$ cat config.mk
export PLATFORM = sky130hd
export DESIGN_NAME = acs_ctrl
export DESIGN_NICKNAME = d
export VERILOG_FILES = /design/src/include/acs_pkg.sv /design/src/acs_ctrl.sv
export SDC_FILE = /design/constraint.sdc
export NUM_CORES = 1
export LEC_CHECK = 0
export ABC_AREA = 0
export BUFFER_PORTS_ARGS = -buffer_cell sky130_fd_sc_hd__buf_4
export CORE_ASPECT_RATIO = 0.9
export CORE_MARGIN = 2
export CORE_UTILIZATION = 57
export DETAILED_ROUTE_END_ITERATION = 6
export GPL_ROUTABILITY_DRIVEN = 0
export MAX_ROUTING_LAYER = met4
export PLACE_DENSITY = 0.84
export SYNTH_ARGS = -nofsm -noshare
export SYNTH_HDL_FRONTEND = slang
export SYNTH_SLANG_ARGS = --single-unit
$ cat constraint.sdc
create_clock -name i_ref_clk -period 4.48 [get_ports i_ref_clk]
set_clock_uncertainty 0.2 [all_clocks]
set_input_delay 0.672 -clock i_ref_clk [delete_from_list [all_inputs] [get_ports i_ref_clk]]
set_output_delay 0.672 -clock i_ref_clk [all_outputs]
set_load 0.01 [all_outputs]
$ cat src/include/acs_pkg.sv
// package for the single channel converter control block
package acs_pkg;
  // register addresses (word index times four)
  localparam logic [7:0] ADDR_CONV_CTRL_STATUS = 8'h00;
  localparam logic [7:0] ADDR_CONV_CONTROL     = 8'h04;
  localparam logic [7:0] ADDR_CONV_CONTROL_TWO = 8'h08;
  localparam logic [7:0] ADDR_RESULT_A         = 8'h0c;
  localparam logic [7:0] ADDR_WRITE_PROTECT    = 8'h10;
  localparam logic [7:0] ADDR_MODULE_STOP      = 8'h14;
  localparam logic [7:0] ADDR_IRQ_STATUS       = 8'h18;
  localparam logic [7:0] ADDR_IRQ_ENABLE       = 8'h1c;
  localparam logic [7:0] ADDR_IRQ_CLEAR        = 8'h20;
  // ctrl/status fields
  localparam int CH_LSB    = 0;
  localparam int START_BIT = 5;
  localparam int IE_BIT    = 6;
  // control, control two and module stop fields
  localparam int MODE_LSB  = 0;
  localparam int CKS_LSB   = 2;
  localparam int TRIGGER_SOURCE_SELECT_LSB  = 4;
  localparam int ALIGNMENT_SELECT_BIT = 0;
  localparam int STOP_BIT  = 0;
  // field values
  localparam logic [2:0] CH_AN0      = 3'h0;
  localparam logic [1:0] MODE_SINGLE = 2'h0;
  localparam logic [1:0] CKS_DIV2    = 2'h2;
  localparam logic [2:0] TRIGGER_SOURCE_SELECT_TIMER  = 3'h1;
  localparam logic [2:0] TRIGGER_SOURCE_SELECT_SW     = 3'h0;
  localparam logic [15:0] PROT_KEY_OPEN  = 16'ha502;
  localparam logic [15:0] PROT_KEY_CLOSE = 16'ha500;
  localparam logic [15:0] PROT_OPEN_MASK = 16'h0002;
  // conversion timing: one cycle per bit plus sampling, in conversion clocks
  localparam int RES_BITS = 10;
  localparam logic [4:0] CONV_CLKS = 5'd12;
  localparam logic [4:0] CONV_LAST = CONV_CLKS - 5'd1;
  localparam logic [3:0] DIV_ONE   = 4'h0;
  localparam logic [3:0] DIV_TWO   = 4'h1;
  localparam logic [3:0] DIV_FOUR  = 4'h3;
  localparam logic [3:0] DIV_EIGHT = 4'h7;

  typedef struct packed {
    logic [7:0]  addr;
    logic [31:0] wdata;
    logic        wr;
    logic        rd;
  } acs_bus_req_t;

  typedef struct packed {
    logic [2:0] channel_select;
    logic       conversion_start_bit;
    logic       conv_end_irq_enable;
    logic [1:0] mode;
    logic [1:0] clock_select;
    logic [2:0] trigger_source_select;
    logic       alignment_select;
  } acs_cfg_t;

  typedef enum logic [2:0] {
    ST_STOPPED = 3'b001,
    ST_IDLE    = 3'b010,
    ST_CONV    = 3'b100
  } acs_state_t;
endpackage

$ cat src/acs_ctrl.sv
// single channel converter control: registers, trigger, sequencing, irq
`timescale 1ns/100ps
`default_nettype none
module acs_ctrl
  import acs_pkg::*;
(
  // clock and reset
  input  wire logic        i_ref_clk,
  input  wire logic        i_sys_rst,
  // register port
  input  wire logic [7:0]  i_addr,
  input  wire logic [31:0] i_wdata,
  input  wire logic        i_wr,
  input  wire logic        i_rd,
  output logic      [31:0] o_rdata,
  // timer trigger and analog sample
  input  wire logic        i_timer_cmp_a,
  input  wire logic [9:0]  i_sample_data,
  output logic      [2:0]  o_sample_channel,
  // interrupt
  output logic             o_conv_end_interrupt,
  output logic             o_irq
);
  acs_bus_req_t req;
  assign req = '{addr: i_addr, wdata: i_wdata, wr: i_wr, rd: i_rd};

  acs_cfg_t   cfg_q;
  acs_state_t state_q, state_d;
  logic [15:0] prot_q;
  logic        stop_q;
  logic [15:0] result_a_q;
  logic [3:0]  div_q;
  logic [4:0]  cnt_q;
  logic        irq_pulse_q;
  logic        sts_q, ien_q;
  logic [31:0] rdata_q;
  logic [2:0]  trg_sync_q;
  logic        trg_seen_q;

  // decode
  wire wr_csr  = req.wr && req.addr == ADDR_CONV_CTRL_STATUS && !stop_q;
  wire wr_cr   = req.wr && req.addr == ADDR_CONV_CONTROL && !stop_q;
  wire wr_cr2  = req.wr && req.addr == ADDR_CONV_CONTROL_TWO && !stop_q;
  wire wr_prot = req.wr && req.addr == ADDR_WRITE_PROTECT;
  wire wr_stop = req.wr && req.addr == ADDR_MODULE_STOP && (prot_q & PROT_OPEN_MASK) != 16'h0;
  wire wr_ien  = req.wr && req.addr == ADDR_IRQ_ENABLE;
  wire wr_iclr = req.wr && req.addr == ADDR_IRQ_CLEAR;

  // timer trigger: three-flop sync, change accepted when stages two and three agree
  wire trg_level = trg_sync_q[1] & trg_sync_q[2];
  wire trg_rise  = trg_level & ~trg_seen_q;
  wire trg_sel   = cfg_q.trigger_source_select == TRIGGER_SOURCE_SELECT_TIMER;
  wire hw_start  = trg_rise && trg_sel && cfg_q.conversion_start_bit;
  wire sw_start  = wr_csr && i_wdata[START_BIT] && !cfg_q.conversion_start_bit
                   && cfg_q.trigger_source_select == TRIGGER_SOURCE_SELECT_SW;
  wire go        = (state_q == ST_IDLE) && (hw_start || sw_start);

  // conversion clock divider
  logic [3:0] div_max;
  always_comb begin
    case (cfg_q.clock_select)
      2'h0:    div_max = DIV_EIGHT;
      2'h1:    div_max = DIV_FOUR;
      2'h2:    div_max = DIV_TWO;
      default: div_max = DIV_ONE;
    endcase
  end
  wire conv_tick = (div_q == div_max);
  wire conv_done = (state_q == ST_CONV) && conv_tick && (cnt_q == CONV_LAST);
  wire run_ok    = cfg_q.mode == MODE_SINGLE;

  // result alignment
  wire [15:0] res_left  = {i_sample_data, 6'h00};
  wire [15:0] res_right = {6'h00, i_sample_data};
  wire [15:0] res_fmt   = cfg_q.alignment_select ? res_left : res_right;

  always_comb begin
    state_d = state_q;
    case (state_q)
      ST_STOPPED: if (!stop_q) state_d = ST_IDLE;
      ST_IDLE: begin
        if (stop_q) state_d = ST_STOPPED;
        else if (go && run_ok) state_d = ST_CONV;
      end
      ST_CONV: begin
        if (stop_q || !cfg_q.conversion_start_bit) state_d = ST_IDLE;
        else if (conv_done) state_d = ST_IDLE;
      end
      default: state_d = ST_STOPPED;
    endcase
  end

  always_ff @(posedge i_ref_clk) begin
    if (i_sys_rst) begin
      state_q <= ST_STOPPED;
      stop_q  <= 1'b1;
      prot_q  <= 16'h0;
    end else begin
      state_q <= state_d;
      if (wr_prot) prot_q <= i_wdata[15:0];
      if (wr_stop) stop_q <= i_wdata[STOP_BIT];
    end
  end

  // configuration registers
  always_ff @(posedge i_ref_clk) begin
    if (i_sys_rst) begin
      cfg_q <= '0;
    end else begin
      if (wr_csr) begin
        cfg_q.channel_select       <= i_wdata[CH_LSB +: 3];
        cfg_q.conversion_start_bit <= i_wdata[START_BIT];
        cfg_q.conv_end_irq_enable  <= i_wdata[IE_BIT];
      end
      if (wr_cr) begin
        cfg_q.mode                  <= i_wdata[MODE_LSB +: 2];
        cfg_q.clock_select          <= i_wdata[CKS_LSB +: 2];
        cfg_q.trigger_source_select <= i_wdata[TRIGGER_SOURCE_SELECT_LSB +: 3];
      end
      if (wr_cr2) cfg_q.alignment_select <= i_wdata[ALIGNMENT_SELECT_BIT];
    end
  end

  // conversion engine
  always_ff @(posedge i_ref_clk) begin
    if (i_sys_rst || state_q != ST_CONV) begin
      div_q <= 4'h0;
      cnt_q <= 5'h0;
    end else begin
      div_q <= conv_tick ? 4'h0 : div_q + 4'h1;
      if (conv_tick) cnt_q <= cnt_q + 5'h1;
    end
  end

  always_ff @(posedge i_ref_clk) begin
    if (i_sys_rst) begin
      result_a_q  <= 16'h0;
      irq_pulse_q <= 1'b0;
    end else begin
      irq_pulse_q <= conv_done && cfg_q.conv_end_irq_enable;
      if (conv_done && cfg_q.channel_select == CH_AN0) result_a_q <= res_fmt;
    end
  end

  // trigger sync and edge memory
  always_ff @(posedge i_ref_clk) begin
    if (i_sys_rst) begin
      trg_sync_q <= 3'h0;
      trg_seen_q <= 1'b0;
    end else begin
      trg_sync_q <= {trg_sync_q[1:0], i_timer_cmp_a};
      if (trg_sync_q[1] == trg_sync_q[2]) trg_seen_q <= trg_level;
    end
  end

  // sticky status, set wins over clear
  always_ff @(posedge i_ref_clk) begin
    if (i_sys_rst) begin
      sts_q <= 1'b0;
      ien_q <= 1'b0;
    end else begin
      if (wr_ien) ien_q <= i_wdata[0];
      if (conv_done) sts_q <= 1'b1;
      else if (wr_iclr && i_wdata[0]) sts_q <= 1'b0;
    end
  end

  // read data
  logic [31:0] rmux;
  always_comb begin
    case (req.addr)
      ADDR_CONV_CTRL_STATUS: rmux = {25'h0, cfg_q.conv_end_irq_enable,
                                     cfg_q.conversion_start_bit, 2'h0, cfg_q.channel_select};
      ADDR_CONV_CONTROL:     rmux = {25'h0, cfg_q.trigger_source_select,
                                     cfg_q.clock_select, cfg_q.mode};
      ADDR_CONV_CONTROL_TWO: rmux = {31'h0, cfg_q.alignment_select};
      ADDR_RESULT_A:         rmux = {16'h0, result_a_q};
      ADDR_WRITE_PROTECT:    rmux = {16'h0, prot_q};
      ADDR_MODULE_STOP:      rmux = {31'h0, stop_q};
      ADDR_IRQ_STATUS:       rmux = {30'h0, state_q == ST_CONV, sts_q};
      ADDR_IRQ_ENABLE:       rmux = {31'h0, ien_q};
      default:               rmux = 32'h0;
    endcase
  end
  always_ff @(posedge i_ref_clk) begin
    if (i_sys_rst) rdata_q <= 32'h0;
    else rdata_q <= req.rd ? rmux : 32'h0;
  end

  assign o_rdata              = rdata_q;
  assign o_sample_channel     = cfg_q.channel_select;
  assign o_conv_end_interrupt = irq_pulse_q;
  assign o_irq                = sts_q & ien_q;

  // cycles spent in the running conversion, watched by the length checks
  localparam logic [7:0] AGE_DIV2_LAST = {3'h0, CONV_CLKS} + {3'h0, CONV_CLKS} - 8'h1;
  logic [7:0] conv_age_q;
  always_ff @(posedge i_ref_clk) begin
    if (i_sys_rst || state_q != ST_CONV) conv_age_q <= 8'h0;
    else conv_age_q <= conv_age_q + 8'h1;
  end

  // checks
  chk_stop_locks_cfg: assert property (@(posedge i_ref_clk) disable iff (i_sys_rst)
    stop_q && req.wr && (req.addr == ADDR_CONV_CTRL_STATUS || req.addr == ADDR_CONV_CONTROL
    || req.addr == ADDR_CONV_CONTROL_TWO) |=> $stable(cfg_q))
    else $error("config changed while stopped");
  chk_conv_length: assert property (@(posedge i_ref_clk) disable iff (i_sys_rst)
    conv_done && cfg_q.clock_select == CKS_DIV2 |-> conv_age_q == AGE_DIV2_LAST)
    else $error("conversion length wrong at divide by two");
  chk_end_pulse: assert property (@(posedge i_ref_clk) disable iff (i_sys_rst)
    conv_done && cfg_q.conv_end_irq_enable |=> o_conv_end_interrupt)
    else $error("missing end request");
  chk_auto_clear: assert property (@(posedge i_ref_clk) disable iff (i_sys_rst)
    o_conv_end_interrupt |=> !o_conv_end_interrupt)
    else $error("end flag did not self clear");
  chk_irq_gate: assert property (@(posedge i_ref_clk) disable iff (i_sys_rst)
    o_conv_end_interrupt |-> $past(cfg_q.conv_end_irq_enable))
    else $error("end request while disabled");
  chk_left_just: assert property (@(posedge i_ref_clk) disable iff (i_sys_rst)
    conv_done && cfg_q.alignment_select && cfg_q.channel_select == CH_AN0
    |=> result_a_q[5:0] == 6'h0 && result_a_q[15:6] == $past(i_sample_data))
    else $error("result not left justified");
  chk_start_clear: assert property (@(posedge i_ref_clk) disable iff (i_sys_rst)
    state_q == ST_CONV && !cfg_q.conversion_start_bit |=> state_q == ST_IDLE)
    else $error("did not stop on start clear");
  chk_no_retrig: assert property (@(posedge i_ref_clk) disable iff (i_sys_rst)
    state_q == ST_CONV && hw_start && cnt_q != 5'h0 |=> cnt_q != 5'h0 || state_q != ST_CONV)
    else $error("trigger restarted conversion");
  chk_timer_only: assert property (@(posedge i_ref_clk) disable iff (i_sys_rst)
    $rose(state_q == ST_CONV) && cfg_q.trigger_source_select == TRIGGER_SOURCE_SELECT_TIMER
    |-> $past(trg_rise))
    else $error("timer mode started without trigger");
  chk_trig_start: assert property (@(posedge i_ref_clk) disable iff (i_sys_rst)
    state_q == ST_IDLE && hw_start && run_ok && !stop_q |=> state_q == ST_CONV)
    else $error("timer trigger did not start conversion");
  chk_sw_start: assert property (@(posedge i_ref_clk) disable iff (i_sys_rst)
    state_q == ST_IDLE && sw_start && run_ok |=> state_q == ST_CONV)
    else $error("start bit did not start conversion");
  chk_idle_no_start: assert property (@(posedge i_ref_clk) disable iff (i_sys_rst)
    state_q == ST_IDLE && !cfg_q.conversion_start_bit && !wr_csr |=> state_q != ST_CONV)
    else $error("conversion started while start bit clear");
  chk_retrig_hold: assert property (@(posedge i_ref_clk) disable iff (i_sys_rst)
    state_q == ST_CONV && hw_start && !conv_done && cfg_q.conversion_start_bit && !stop_q
    |=> state_q == ST_CONV && conv_age_q == $past(conv_age_q) + 8'h1)
    else $error("trigger disturbed running conversion");

  chk_single_conv: assert property (@(posedge i_ref_clk) disable iff (i_sys_rst)
    conv_done |=> state_q == ST_IDLE)
    else $error("conversion did not stop after one result");
  chk_end_idle: assert property (@(posedge i_ref_clk) disable iff (i_sys_rst)
    o_conv_end_interrupt |-> state_q == ST_IDLE)
    else $error("end request while converter not idle");
  chk_status_set: assert property (@(posedge i_ref_clk) disable iff (i_sys_rst)
    conv_done |=> sts_q)
    else $error("status not set at conversion end");
  chk_sticky_hold: assert property (@(posedge i_ref_clk) disable iff (i_sys_rst)
    sts_q && !(wr_iclr && i_wdata[0]) |=> sts_q)
    else $error("status dropped without clear");
  chk_irq_quiet: assert property (@(posedge i_ref_clk) disable iff (i_sys_rst)
    conv_done && !cfg_q.conv_end_irq_enable |=> !o_conv_end_interrupt)
    else $error("end request raised while disabled");
  chk_result_right: assert property (@(posedge i_ref_clk) disable iff (i_sys_rst)
    conv_done && !cfg_q.alignment_select && cfg_q.channel_select == CH_AN0
    |=> result_a_q == {6'h0, $past(i_sample_data)})
    else $error("result not right justified");
  chk_other_chan: assert property (@(posedge i_ref_clk) disable iff (i_sys_rst)
    conv_done && cfg_q.channel_select != CH_AN0 |=> $stable(result_a_q))
    else $error("other channel wrote result a");

  chk_stop_reset: assert property (@(posedge i_ref_clk) disable iff (i_sys_rst)
    $fell(i_sys_rst) |-> stop_q && state_q == ST_STOPPED)
    else $error("module not stopped after reset");
  chk_stopped_idle: assert property (@(posedge i_ref_clk) disable iff (i_sys_rst)
    stop_q |=> state_q != ST_CONV)
    else $error("conversion while stopped");
  chk_stop_protect: assert property (@(posedge i_ref_clk) disable iff (i_sys_rst)
    req.wr && req.addr == ADDR_MODULE_STOP && (prot_q & PROT_OPEN_MASK) == 16'h0
    |=> $stable(stop_q))
    else $error("stop bit changed while protected");

  // scenario covers
  cov_conv_done: cover property (@(posedge i_ref_clk) conv_done);
  cov_irq: cover property (@(posedge i_ref_clk) o_irq);
  cov_retrig: cover property (@(posedge i_ref_clk) state_q == ST_CONV && hw_start);
  cov_sw_start: cover property (@(posedge i_ref_clk) state_q == ST_IDLE && sw_start);
  cov_right_align: cover property (@(posedge i_ref_clk) conv_done && !cfg_q.alignment_select);
endmodule
`default_nettype wire

==> metrics, run 1 <==
clk root buf clkbuf_8; H-tree level count 3; final wirelength roughly 8400 um; CTS tree done; Clock Tree Buf Depth 2; Critical R2R Capture result_a_q[7]; Layout Cells excl Fill 536; syn avg cell area 9.45 um^2; Max-cap violations 0; largest net degree at the start of global routing between 70 and 80; CORE AREA about 0.0065 mm^2; share of cells above drive strength 1 21.7%; vias post-DR just over 3,000; Synth Register Bits 81; GRT Resource Usage Total 23.9%; Peak Freq between 0.3 and 0.4 GHz; unrepaired setup endpoints after global routing no; Post-Syn Instances 399; Slew @ Worst Pin 914 ps; Critical Path AT 2640 ps; pwr/cell area around 310 mW/mm^2; EDFF count, synth 0; global-route wire length before repair 13,300 um; worst skew pair latency about 360 ps; max-slew violations 0; critical setup path kind input pin to flop; crit end category flop; ys async rst share 0%; crit path launch type input pin; IO Port Bufs 59; Fin Setup TNS 0 ps; Inserted Clock Buffers 9; Worst Hold Class flop to flop; Ant. Diodes 0; r2r worst-path depth 4; DRT Pass-1 Iters 6; sinks on the clock net 81; area of the mapped netlist 0.00377 mm^2; Final Hold Vio Count 0; CTS clock-pin slew for the worst setup and hold paths ~80 ps; DRC viols 0; flop-to-flop setup slack 2070 ps; Slew headroom 39.0%; # hold bufs at CTS 0; Main synth FF type dfxtp_1; fillers 528; initial antenna violation count 0; Post-Place Cells ~520; VDD IR max 156 uV; post-route ant nets 0; worst r2r src cfg_q[4]; outcome finished, final reports clean; register area share after synthesis 43.0%; gr ovfl total 0; leakage power 0.00165 uW; DIE HEIGHT 81.2 um; post-place setup slack 1640 ps; Syn-to-layout area delta 14.8%; Core Rows 28; drt wl/cell 15.6 um; dpl hpwl 5750 um; DR vias/cell 5.63; crit path time final roughly 2600 ps; synth unique cells 61; setup repair bufs after CTS 0; die width 89.8 um; Crit path required time around 4600 ps; Initial Util between 50% and 60%; CTS resizes 0; nets@finish 500; Final setup viols 0; post-route setup slack 1910 ps; IO Pins 92; Yosys warning count 0; number of global-route vias before repair around 2,700; Worst setup startpoint i_addr[4]; First DRT Iteration DRCs 282; DIE AREA 0.00729 mm^2; Final Cycle Share 57.4%; Worst Setup EP o_rdata[6]; CP max FO 15
==> area by class of cell <==
cell class	count	area, um^2	share of cell area [%]
Clock buffer	10	128	2.95
Clock inverter	5	81.3	1.88
Inverter	2	7.51	0.173
Multi-Input combinational cell	288	1930	44.6
Sequential cell	81	1620	37.4
Tap cell	90	113	2.60
Timing Repair Buffer	60	450	10.4
==> synthesized netlist by cell type, drive strengths merged, types with 3 or more instances <==
| master | number | area, um^2 |
|---|---|---|
| mux2i | 36 | 360 |
| nand2 | 39 | 146 |
| nor4 | 3 | 25.0 |
| or3b | 6 | 52.6 |
| buf | 31 | 223 |
| mux2 | 5 | 56.3 |
| nor2b | 11 | 68.8 |
| nor2 | 36 | 135 |
| nand3b | 6 | 45.0 |
| a21oi | 23 | 126 |
| nand2b | 16 | 100 |
| nor3 | 7 | 35.0 |
| nand4 | 4 | 25.0 |
| clkbuf | 12 | 46.3 |
| and2 | 4 | 25.0 |
| a22o | 3 | 26.3 |
| a22oi | 11 | 82.6 |
| nor4b | 6 | 71.3 |
| nor3b | 5 | 42.5 |
| a222oi | 3 | 30.0 |
| ha | 3 | 37.5 |
| xnor2 | 4 | 35.0 |
| dfxtp | 81 | 1620 |
| nand3 | 10 | 55.1 |
==> metrics by stage <==
step / area (um^2) / utilization [%] / hold slack (ps) / power [uW]
finish: 4330 / 66.8 / 243 / 1360
global route: 4330 / 66.8 / 256 / 1400
CTS: 4330 / 66.8 / 252 / 1370
global placement: 4120 / 63.6 / 224 / 809
floorplan: 3830 / - / 214 / 782
detailed placement: 4120 / 63.6 / 227 / 809
==> per-layer routing <==
metal  vias to the layer above  GRT usage [%]  part of all wire (%)
li1                       1465              -                     -
met1                      1412           30.9                    45
met2                       126           37.0                    46
met3                        15           6.31                   7.8
met4                         0           8.00                   1.1
met5                         -              -                     0
==> worst min-delay path by stage <==
| stage | startpoint | endpoint | slack (ps) | cells past startpoint |
|---|---|---|---|---|
| 6_report | trg_sync_q[0] | trg_sync_q[1] | 240 | 1 |
| 5_1_grt | trg_sync_q[0] | trg_sync_q[1] | 260 | 1 |
| 4_1_cts | trg_sync_q[0] | trg_sync_q[1] | 250 | 1 |
| 3_5_place_dp | trg_sync_q[0] | trg_sync_q[1] | 230 | 1 |
| 3_3_place_gp | trg_sync_q[0] | trg_sync_q[1] | 220 | 1 |
| 2_1_floorplan | trg_sync_q[0] | trg_sync_q[1] | 210 | 1 |
==> worst max-delay path: stages <==
cell and delay (ps):
buf_4 150, nor4_2 590, and2_0 810, a222oi_1 260
nor2_1 150
==> registers in the layout (all words and copies together), names as in the netlist <==
name and count:
result_a_q 16, o_conv_end_interrupt 1, o_sample_channel 3, prot_q 16, div_q 4, o_rdata 16, cfg_q 10, sts_q 1
stop_q 1, trg_sync_q 3, trg_seen_q 1, state_q 3, ien_q 1, cnt_q 5
==> kinds of logic after synthesis <==
logic type	count (synthesis)	synth area share, %
buffers and inverters	45	7.33
AND/OR/NAND/NOR	165	24.7
XOR/XNOR	4	0.929
other	1	0.0994
adder cells (fa/ha/maj)	3	0.995
flip-flops	81	43.0
AO/OA/AOI/OAI	57	10.7
multiplexers	43	12.2
==> layout by cell type (no fill, tap or decap), drive strengths merged, types with 10 or more instances in the layout <==
cell type and instances:
dfxtp 81, buf 60, nand2 39, nor2 36, mux2i 36, a21oi 23, nand2b 16, conb 16
nor2b 11, a22oi 11, nand3 10, clkbuf 10
==> where the power goes <==
group / leakage, uW / switching, uW / internal [uW]
Clock: 0.000102 / 257 / 311
Combinational: 0.000895 / 39.1 / 33.9
Sequential: 0.000653 / 0.484 / 721
Total: 0.00165 / 297 / 1070
Note: power is estimated with default switching activity, not from simulation.
==> run 2, diff against run 1 <==
Settings changed: CORE_UTILIZATION 57 to 53, PLACE_DENSITY 0.84 to 0.79.
Clock period 4.48 ns to 2.4 ns, I/O delays scaled along.
==> metrics, run 2 (synthesized netlist as in run 1, its figures left out) <==
Core Rows 29; CTS clock-pin slew for the worst setup and hold paths 90 ps; Inserted Clock Buffers 9; Initial Util 54.1%; Ant. Diodes 0; IO Port Bufs 59; final wirelength 8350 um; First DRT Iteration DRCs 257; crit path launch type flop; nets@finish 514; Power, Total 2480 uW; top sig layer met4; Fin Setup TNS 0 ps; DR vias/cell 5.47; multi-input logic area 0.00193 mm^2; gr ovfl total 0; commonest non-fill, non-tap cells in the layout dfxtp_1, buf_4, nand2_1, nor2_1, mux2i_1; Max-cap violations 0; largest net degree at the start of global routing 59; pwr/cell area 560 mW/mm^2; Slew @ Worst Pin 633 ps; initial antenna violation count 0; Final Cycle Share 91.0%; leakage power 0.00172 uW; die width 92.9 um; CTS tree done; fillers between 600 and 700; share of cells above drive strength 1 24.3%; DRC viols 0; Final Cell Area 0.00444 mm^2; CORE AREA 0.00697 mm^2; IO Pins 92; wire length on met3 590 um; Clock Tree Buf Depth 2; Hold Crit Depth 3; post-route ant nets 0; sinks on the clock net 81; Area after DPL 0.00422 mm^2; crit end category flop; M1 WL 3780 um; hold_sp i_wdata[7]; number of global-route vias before repair 2,857; most common cell after layout, fill and taps aside dfxtp_1; drt wl/cell between 15 and 20 um; worst r2r src div_q[0]; unrepaired setup endpoints after global routing no; outcome finished, final reports clean; Critical Path AT about 2300 ps; Final setup viols 0; met2 wire length 3900 um; CP max FO 9; Slew headroom 57.7%; worst skew pair latency 350 ps; critical setup path kind flop to flop; max-slew violations 0; Crit path required time between 2000 and 2500 ps; Final Hold Vio Count 0; Worst setup startpoint div_q[0]; clk root buf clkbuf_8; Peak Freq around 0.46 GHz; dpl hpwl between 5000 and 6000 um; CTS resizes 0; DIE AREA between 0.007 and 0.008 mm^2; global-route wire length before repair between 10,000 and 15,000 um; DRT Pass-1 Iters 4; H-tree level count 3; GRT Resource Usage Total between 20% and 30%; Syn-to-layout area delta 17.6%; DIE HEIGHT 84.0 um; vias post-DR 3,031; setup repair bufs after CTS 0; VDD IR max 445 uV; Register Area approximately 0.0016 mm^2; Worst Hold Class input pin to flop; crit path time final 2180 ps; r2r worst-path depth 5
-- run 2: changes by cell type in the layout (fill, tap and decap cells not counted), sizes merged --
cell	change
buf	+13
bufinv	-1
clkbuf	-1
clkinv	+2
dlygate4sd3	+1
inv	+1
-- run 2: where the power goes --
part / total (uW) / internal (uW) / leakage (uW) / switching, uW
Clock: 998 / 490 / 0.000101 / 508
Combinational: 141 / 68.2 / 0.000966 / 72.3
Sequential: 1350 / 1340 / 0.000653 / 0.867
Total: 2480 / 1900 / 0.00172 / 581
-- run 2: worst max-delay path, stage by stage (launching register included) --
cell	delay, ps
dfxtp_1	370
nand4bb_1	240
a211o_1	440
a21oi_4	380
buf_4	280
mux2i_1	200
-- run 2: per-layer routing --
layer  track usage (%)  vias up
li1                  -     1493
met1              30.9     1431
met2              34.6       99
met3              6.32        8
met4              6.02        0
met5                 -        -
-- run 2: cell type report --
cell class / count / share of cell area, %
multi-input combinational: 288 / 43.5
sequential: 81 / 36.5
timing repair buffer: 74 / 12.6
clock buffer: 9 / 2.79
tap: 93 / 2.62
clock inverter: 7 / 1.80
inverter: 2 / 0.169
-- run 2: path summary, 6_finish.rpt --
kind | end | slack [ps]
min | prot_q[7] | 40
max reg2reg | result_a_q[15] | 220
min reg2reg | trg_sync_q[1] | 250
max | result_a_q[15] | 220
-- run 2: timing repair --
action | CTS | global route
endpoints found under the setup margin | 0 | 0
endpoints found under the hold margin | 0 | 1
hold buffers | 0 | 1
-- run 2: metrics by stage --
stage               utilization (%)  hold slack [ps]  cells  setup WS [ps]
finish                         63.7             44.8    554            217
global route                   63.7             40.1    554           50.9
CTS                            63.6            0.318    553            211
detailed placement             60.6              235    537            234
floorplan                         -              214    414            485
global placement               60.6              220    537            295
